<file path="config.mk">
export PLATFORM = sky130hd
export DESIGN_NAME = adc_output_port_pins
export DESIGN_NICKNAME = d
export VERILOG_FILES = /design/src/logic/adc_output_port_pins.v
export VERILOG_INCLUDE_DIRS = /design/src /design/src/include
export SDC_FILE = /design/constraint.sdc
export NUM_CORES = 1
export LEC_CHECK = 0
export ABC_AREA = 1
export BUFFER_PORTS_ARGS = -buffer_cell sky130_fd_sc_hd__buf_4
export CAP_MARGIN = 5
export CORE_AREA = 2 2 120 122
export DETAILED_ROUTE_END_ITERATION = 8
export DIE_AREA = 0 0 122 124
export PLACE_DENSITY = 0.74
export SYNTH_ARGS = -nofsm -noshare
export SYNTH_HDL_FRONTEND = slang
export SYNTH_SLANG_ARGS = --single-unit
</file>
<file path="constraint.sdc">
create_clock -name clk -period 3.8 [get_ports clk]
set_input_delay 0.38 -clock clk [delete_from_list [all_inputs] [get_ports clk]]
set_output_delay 0.38 -clock clk [all_outputs]
set_load 0.01 [all_outputs]
</file>
<file path="src/include/adc_port_regs.vh">
// Constants for the shared output pin block: register map, fields, timing.
// Assumes inclusion by bare name from design files.
`ifndef ADC_PORT_REGS_VH
`define ADC_PORT_REGS_VH
`define MODE_SERIAL 2'h3
`define OFS_CTRL 12'h000
`define OFS_RESULT 12'h004
`define OFS_STATUS 12'h008
`define CTRL_MODE_LSB 0
`define CTRL_START_BIT 4
`define STAT_BUSY_BIT 0
`define STAT_SYNC_ACT_BIT 1
`define STAT_SERIAL_DATA_IN_BIT 2
`define STAT_CFG_LSB 4
`define SCLK_HALF_NS 40
`define CLK_NS 10
`define SCLK_HALF_CYC (`SCLK_HALF_NS / `CLK_NS)
`define CONV_CYC 8'h40
`endif

</file>
<file path="src/logic/adc_output_port_pins.v">
// Shared data pins 7..9 of the converter output port and the serial read engine.
// Assumes a single AHB-Lite master on clk; pins and the external serial clock are
// asynchronous and pass two flip-flops before use.
`timescale 1ns/1ps
`default_nettype none
`include "adc_port_regs.vh"

module adc_output_port_pins #(
    parameter WIDTH = 18
) (
    input wire clk,
    input wire rst,
    input wire hsel,
    input wire [31:0] haddr,
    input wire [1:0] htrans,
    input wire hwrite,
    input wire [2:0] hsize,
    input wire [31:0] hwdata,
    input wire hready,
    output wire [31:0] hrdata,
    output wire hreadyout,
    output wire hresp,
    input wire [WIDTH-1:0] conv_result,
    input wire clock_source_select,
    input wire ext_sclk,
    input wire chip_select_n,
    input wire parallel_bit_seven_in,
    input wire parallel_bit_eight_in,
    input wire parallel_bit_nine_in,
    output reg parallel_bit_seven_out,
    output reg parallel_bit_eight_out,
    output reg parallel_bit_nine_out,
    output reg parallel_bits_oe,
    output reg serial_clock_out,
    output reg serial_sync_out,
    output reg serial_data_out
);

////////////////////////////////////////////////////////////////////////////////
// Pin synchronisers: first stage read only by second
reg [5:0] sync1_q;
reg [5:0] sync2_q;
always @(posedge clk) begin
    if (rst) begin
        // Chip select idles high: no false select right after reset
        sync1_q <= 6'h20;
        sync2_q <= 6'h20;
    end else begin
        sync1_q <= {chip_select_n, ext_sclk, clock_source_select,
                    parallel_bit_nine_in, parallel_bit_eight_in, parallel_bit_seven_in};
        sync2_q <= sync1_q;
    end
end
wire sync_polarity_select = sync2_q[0];
wire serial_clock_invert_select = sync2_q[1];
wire read_during_conversion_select = sync2_q[2];
wire serial_data_in = sync2_q[2];
wire slave_mode = sync2_q[3];
wire ext_clk_s = sync2_q[4];
wire cs_n_s = sync2_q[5];

////////////////////////////////////////////////////////////////////////////////
// AHB-Lite slave, zero wait states
reg [1:0] mode_q;
reg start_q;
reg wr_pend_q;
reg rd_pend_q;
reg [11:0] addr_q;
reg [31:0] rdata_q;
wire take = hsel && hready && htrans[1];
wire serial = (mode_q == `MODE_SERIAL);
reg busy_q;
reg [WIDTH-1:0] cur_q;
reg [WIDTH-1:0] prev_q;
reg sync_act_q;

assign hreadyout = 1'b1;
assign hresp = 1'b0;
assign hrdata = rdata_q;

always @(posedge clk) begin
    if (rst) begin
        mode_q <= 2'h0;
        start_q <= 1'b0;
        wr_pend_q <= 1'b0;
        rd_pend_q <= 1'b0;
        addr_q <= 12'h000;
        rdata_q <= 32'h00000000;
    end else begin
        start_q <= 1'b0;
        wr_pend_q <= take && hwrite;
        rd_pend_q <= take && !hwrite;
        if (take) addr_q <= haddr[11:0];
        if (wr_pend_q && addr_q == `OFS_CTRL) begin
            mode_q <= hwdata[`CTRL_MODE_LSB+1:`CTRL_MODE_LSB];
            start_q <= hwdata[`CTRL_START_BIT];
        end
        if (take && !hwrite) begin
            case (haddr[11:0])
                `OFS_CTRL: rdata_q <= {30'h0, mode_q};
                `OFS_RESULT: rdata_q <= {{(32-WIDTH){1'b0}}, cur_q};
                `OFS_STATUS: rdata_q <= {26'h0, slave_mode, serial_clock_invert_select,
                                         1'b0, serial_data_in, sync_act_q, busy_q};
                default: rdata_q <= 32'h00000000;
            endcase
        end
    end
end

////////////////////////////////////////////////////////////////////////////////
// Parallel pins
always @(posedge clk) begin
    if (rst) begin
        parallel_bits_oe <= 1'b0;
        parallel_bit_seven_out <= 1'b0;
        parallel_bit_eight_out <= 1'b0;
        parallel_bit_nine_out <= 1'b0;
    end else begin
        parallel_bits_oe <= !serial;
        parallel_bit_seven_out <= serial ? 1'b0 : conv_result[7];
        parallel_bit_eight_out <= serial ? 1'b0 : conv_result[8];
        parallel_bit_nine_out <= serial ? 1'b0 : conv_result[9];
    end
end

////////////////////////////////////////////////////////////////////////////////
// Conversion timing and serial engine
localparam S_IDLE = 2'h0;
localparam S_SHIFT = 2'h1;
localparam S_WAIT = 2'h2;
reg [1:0] state_q;
reg [7:0] conv_cnt_q;
reg [7:0] half_cnt_q;
reg [5:0] bit_cnt_q;
reg [WIDTH-1:0] shreg_q;
reg sclk_q;
reg ext_d_q;
reg rdc_q;
wire ext_fall = ext_d_q && !ext_clk_s;
// Full-width copies so that the counters take deliberate slices
wire [31:0] half_full = `SCLK_HALF_CYC;
wire [31:0] width_full = WIDTH;

always @(posedge clk) begin
    if (rst) begin
        busy_q <= 1'b0;
        conv_cnt_q <= 8'h00;
        cur_q <= {WIDTH{1'b0}};
        prev_q <= {WIDTH{1'b0}};
    end else if (start_q && !busy_q) begin
        busy_q <= 1'b1;
        conv_cnt_q <= `CONV_CYC;
        prev_q <= cur_q;
    end else if (busy_q) begin
        conv_cnt_q <= conv_cnt_q - 8'h01;
        if (conv_cnt_q == 8'h01) begin
            busy_q <= 1'b0;
            cur_q <= conv_result;
        end
    end
end

always @(posedge clk) begin
    if (rst) begin
        state_q <= S_IDLE;
        half_cnt_q <= 8'h00;
        bit_cnt_q <= 6'h00;
        shreg_q <= {WIDTH{1'b0}};
        sclk_q <= 1'b0;
        sync_act_q <= 1'b0;
        ext_d_q <= 1'b0;
        rdc_q <= 1'b0;
    end else begin
        ext_d_q <= ext_clk_s;
        case (state_q)
            S_IDLE: begin
                sclk_q <= 1'b0;
                if (serial && !slave_mode && start_q && !busy_q) begin
                    rdc_q <= read_during_conversion_select;
                    if (read_during_conversion_select) begin
                        shreg_q <= cur_q;
                        bit_cnt_q <= width_full[5:0];
                        half_cnt_q <= half_full[7:0];
                        sync_act_q <= 1'b1;
                        state_q <= S_SHIFT;
                    end else begin
                        state_q <= S_WAIT;
                    end
                end else if (serial && slave_mode && !cs_n_s) begin
                    shreg_q <= cur_q;
                    bit_cnt_q <= width_full[5:0];
                    state_q <= S_SHIFT;
                end
            end
            S_WAIT: begin
                if (!busy_q && !start_q) begin
                    shreg_q <= cur_q;
                    bit_cnt_q <= width_full[5:0];
                    half_cnt_q <= {half_full[6:0], 1'b0}; // Twice the conversion-time half period; later halves reload at half of it
                    sync_act_q <= 1'b1;
                    state_q <= S_SHIFT;
                end
            end
            S_SHIFT: begin
                if (slave_mode) begin
                    if (cs_n_s) begin
                        state_q <= S_IDLE;
                    end else if (ext_fall) begin
                        shreg_q <= {shreg_q[WIDTH-2:0], serial_data_in};
                        if (bit_cnt_q != 6'h00) bit_cnt_q <= bit_cnt_q - 6'h01;
                    end
                end else if (half_cnt_q > 8'h01) begin
                    half_cnt_q <= half_cnt_q - 8'h01;
                end else begin
                    half_cnt_q <= rdc_q ? half_full[7:0] : half_full[8:1];
                    sclk_q <= !sclk_q;
                    if (sclk_q) begin
                        shreg_q <= {shreg_q[WIDTH-2:0], 1'b0};
                        bit_cnt_q <= bit_cnt_q - 6'h01;
                        if (bit_cnt_q == 6'h01) begin
                            sync_act_q <= 1'b0;
                            state_q <= S_IDLE;
                        end
                    end
                end
            end
            default: state_q <= S_IDLE;
        endcase
    end
end

always @(posedge clk) begin
    if (rst) begin
        serial_clock_out <= 1'b0;
        serial_sync_out <= 1'b0;
        serial_data_out <= 1'b0;
    end else begin
        serial_clock_out <= serial && (sclk_q ^ serial_clock_invert_select);
        serial_sync_out <= serial && (sync_act_q ^ sync_polarity_select);
        serial_data_out <= serial && shreg_q[WIDTH-1];
    end
end

endmodule // adc_output_port_pins
`default_nettype wire

</file>
==> key figures <==
Run status
  • Status: finished clean

Route
  • Routed Antenna Nets: 0
  • Detailed Routing Iterations Pass 1: 5
  • Drt via density: 4.69
  • Final WL: 11600 um
  • DR WL/cell: 11.5 um
  • DR DRC count: 0
  • Initial DRC count: 236
  • Via Count: 4715

Clock tree
  • Reg clk slew, reported paths: 0.05 ns
  • CTS sink cnt: 118
  • Worst-Skew Late Latency: 0.41 ns
  • H-Tree Level Count: 4
  • Post-CTS Resized: 0
  • Hold Buf Count CTS: 0
  • Post-CTS Setup Bufs: 0
  • Max Buffers Root-to-Sink: 2
  • TritonCTS clock tree: yes
  • Number of CTS-inserted buffers: 17
  • Root buf cell: clkbuf_16

Setup path
  • Worst-path fanout max: 36
  • Buffers plus inverters on the worst setup path: 4
  • CP Class: register to register
  • Crit end category: register
  • Worst setup SP type: register
  • Data required time at the worst endpoint: 4.11 ns
  • Cell count along the critical path: 13
  • CP delay by family, top: simple AND/OR/NAND/NOR gates
  • Arrival time at the worst endpoint: 2.62 ns
  • CP cell instances: inv_1 -> ha_1 -> buf_4 -> inv_4 -> nor2_4 -> nand2_2 -> nand3_2 -> inv_2 -> nand2_4 -> nor2_8 -> nand2_1 -> nand2_1 -> nor2_1
  • Slowest stage delay, CP: 0.39 ns
  • Most used cell, CP: nand2_1
  • Slowest cell on the critical path: dfxtp_1
  • Cell depth of the worst flop-to-flop path: 13

Min path
  • Hold Crit Depth: 2
  • Min-Delay Path Class: input pin to register

Layout
  • Commonest cells after routing, fill and taps aside: 151 x nor2_1, 144 x nand2_1, 118 x dfxtp_1
  • Ant diodes: 0
  • Share of cells above drive strength 1: 15.8%
  • Nets: 922
  • Commonest non-fill, non-tap cell in the layout: nor2_1
  • Fin util: 47.5%
  • Syn-to-layout area delta: 20.9%

Timing
  • Min Hold Slack: 0.149 ns
  • Pin slew with the least headroom to its limit: 0.818 ns
  • Min Tclk post-route: 2.31 ns
  • RSZ-0062 raised after global routing: no
  • Max-slew headroom: 45.3%
  • Clk_skew: 0.00714 ns
  • Period Utilization, post-route: 60.7%
  • Max Freq: 0.434 GHz
  • TNS Setup: 0 ns
  • Setup violators final: 0
  • Slew Viols, Final: 0
  • Final Hold Fails: 0

Power
  • Leakage: 0.00285 uW
  • Comb pwr share: 25.5%
  • Pwr per Cell Area: 612 nW/um2
  • Clock Power Share: 38.2%
  • Sequential power share: 36.3%
  • Switching power: 1280 uW
  • Internal: 2710 uW
  • Worst VDD drop: 0.000312 V
  • Switching Fraction: 32.1%

Synth
  • Syn. warnings: 0
  • Syn Area/Cell: 7.19 um2
  • FFs w/ async S/R, synth: 0%
  • Post-synthesis sequential area ratio: 43.8%
  • Leading register cell type out of synthesis: dfxtp_1
  • Gate Count Post-Synth: 750
  • Seq cells post-synth: 118
  • Synth cell types: 38
  • Synthesized area: 5390 um2
  • Post-synth EDFFs: 0

Place
  • GP Congestion: 0.859
  • Detail Placement HPWL: 8030 um
  • Port bufs: 69

Global route
  • M2 GR Usage: 27.2%
  • Overflow after GRT: 0
  • M1 GR Usage: 19.6%
  • First-pass GRT wire length: 19100 um
  • Largest net degree at the start of global routing: 64
  • Busiest grt layer: met2
  • GR Util met3: 4.99%
  • Initial antenna violation count: 0
  • Total GRT Usage: 16.3%
  • Vias in the first global route: 4106

Floorplan
  • Initial cell density of the core: 39.3%
  • Num rows: 43
  • Die width: 122 um
  • # IOs: 139
  • Die H: 124 um
  • Die ar.: 15100 um2
  • Core area: 13700 um2

Run
  • Max-Cap Viols: 0
## layout make-up
type / instances / area (um2)
Fill cell: 1348 / 7200
Tap cell: 180 / 225
Timing Repair Buffer: 73 / 548
Inverter: 78 / 300
Sequential cell: 118 / 2360
Clock buffer: 21 / 460
Clock inverter: 9 / 104
Multi-Input combinational cell: 526 / 2520
## worst reg2reg max path: cells and delay by family (launching register included)
kind,cells,cell delay (ns)
adder cells (fa/ha/maj),1,0.26
AND/OR/NAND/NOR,8,0.93
flip-flops,1,0.39
buffers and inverters,4,0.63
## logic make-up after synthesis
group | share of synthesized area (%)
buffers and inverters | 10.5
muxes | 3.16
AOI/OAI and AO/OA | 10.9
xor gates and xnor gates | 0.650
DFF | 43.8
adders and majority gates | 2.32
and+or+nand+nor | 28.6
other | 0.139
## flip-flops by register name (all words and copies together), names as in the netlist, 2 cells and up
| signal | flops |
|---|---|
| sync1_q | 6 |
| cur_q | 18 |
| hrdata | 18 |
| addr_q | 12 |
| conv_cnt_q | 8 |
| bit_cnt_q | 6 |
| sync2_q | 6 |
| half_cnt_q | 8 |
| mode_q | 2 |
| shreg_q | 18 |
| state_q | 2 |
## Yosys cell counts (2+ instances only)
| cell | n | area [um2] |
|---|---|---|
| nand2_4 | 2 | 22.5 |
| a211oi_1 | 2 | 15.0 |
| conb_1 | 2 | 7.51 |
| nor4_1 | 2 | 12.5 |
| inv_2 | 6 | 22.5 |
| nor2_1 | 152 | 571 |
| mux2i_1 | 17 | 170 |
| nand4_1 | 6 | 37.5 |
| nand2_2 | 5 | 31.3 |
| buf_1 | 2 | 7.51 |
| nand3_1 | 31 | 155 |
| dfxtp_1 | 118 | 2360 |
| o21ai_0 | 52 | 260 |
| o21ai_1 | 2 | 10.0 |
| buf_2 | 7 | 35.0 |
| clkbuf_1 | 12 | 45.0 |
| ha_1 | 10 | 125 |
| inv_1 | 69 | 259 |
| buf_6 | 5 | 56.3 |
| nand3_2 | 4 | 40.0 |
| a21oi_1 | 57 | 285 |
| or2_2 | 4 | 25.0 |
| buf_4 | 16 | 120 |
| xnor2_1 | 3 | 26.3 |
| nand2_1 | 144 | 541 |
| nor3_1 | 8 | 40.0 |
## layer usage
| layer | share of wire [%] | routed length, um |
|---|---|---|
| met5 | 0 | 0 |
| met4 | 1.4 | 159 |
| met3 | 5.0 | 586 |
| met2 | 49 | 5660 |
| met1 | 45 | 5190 |
## power groups by stage
stage | Combinational [uW] | Clock [uW] | Sequential (uW)
after global routing | 1170 | 1610 | 1460
after detailed placement | 1010 | 0 | 1470
after CTS | 1020 | 1550 | 1450
after floorplan | 848 | 0 | 1450
after global placement | 998 | 0 | 1470
final | 1020 | 1520 | 1450
## metrics by stage
step           setup slack (ns)  power [uW]  cell area [um2]  instances
2_1_floorplan              2.15        2300             5450        764
3_3_place_gp               1.55        2460             5960        975
3_5_place_dp               1.51        2480             5960        975
4_1_cts                    1.50        4010             6520       1005
5_1_grt                    1.32        4240             6520       1005
6_report                   1.49        3990             6520       1005
## final timing paths
check                           slack (ns)     endpoint           from
worst min register to register        0.40   sync2_q[1]     sync1_q[1]
worst max register to register        1.49  shreg_q[10]     state_q[1]
worst max-delay path                  1.49  shreg_q[10]     state_q[1]
worst min-delay path                  0.15   sync1_q[5]  chip_select_n
No activity file was read; power rests on OpenSTA's default activity.
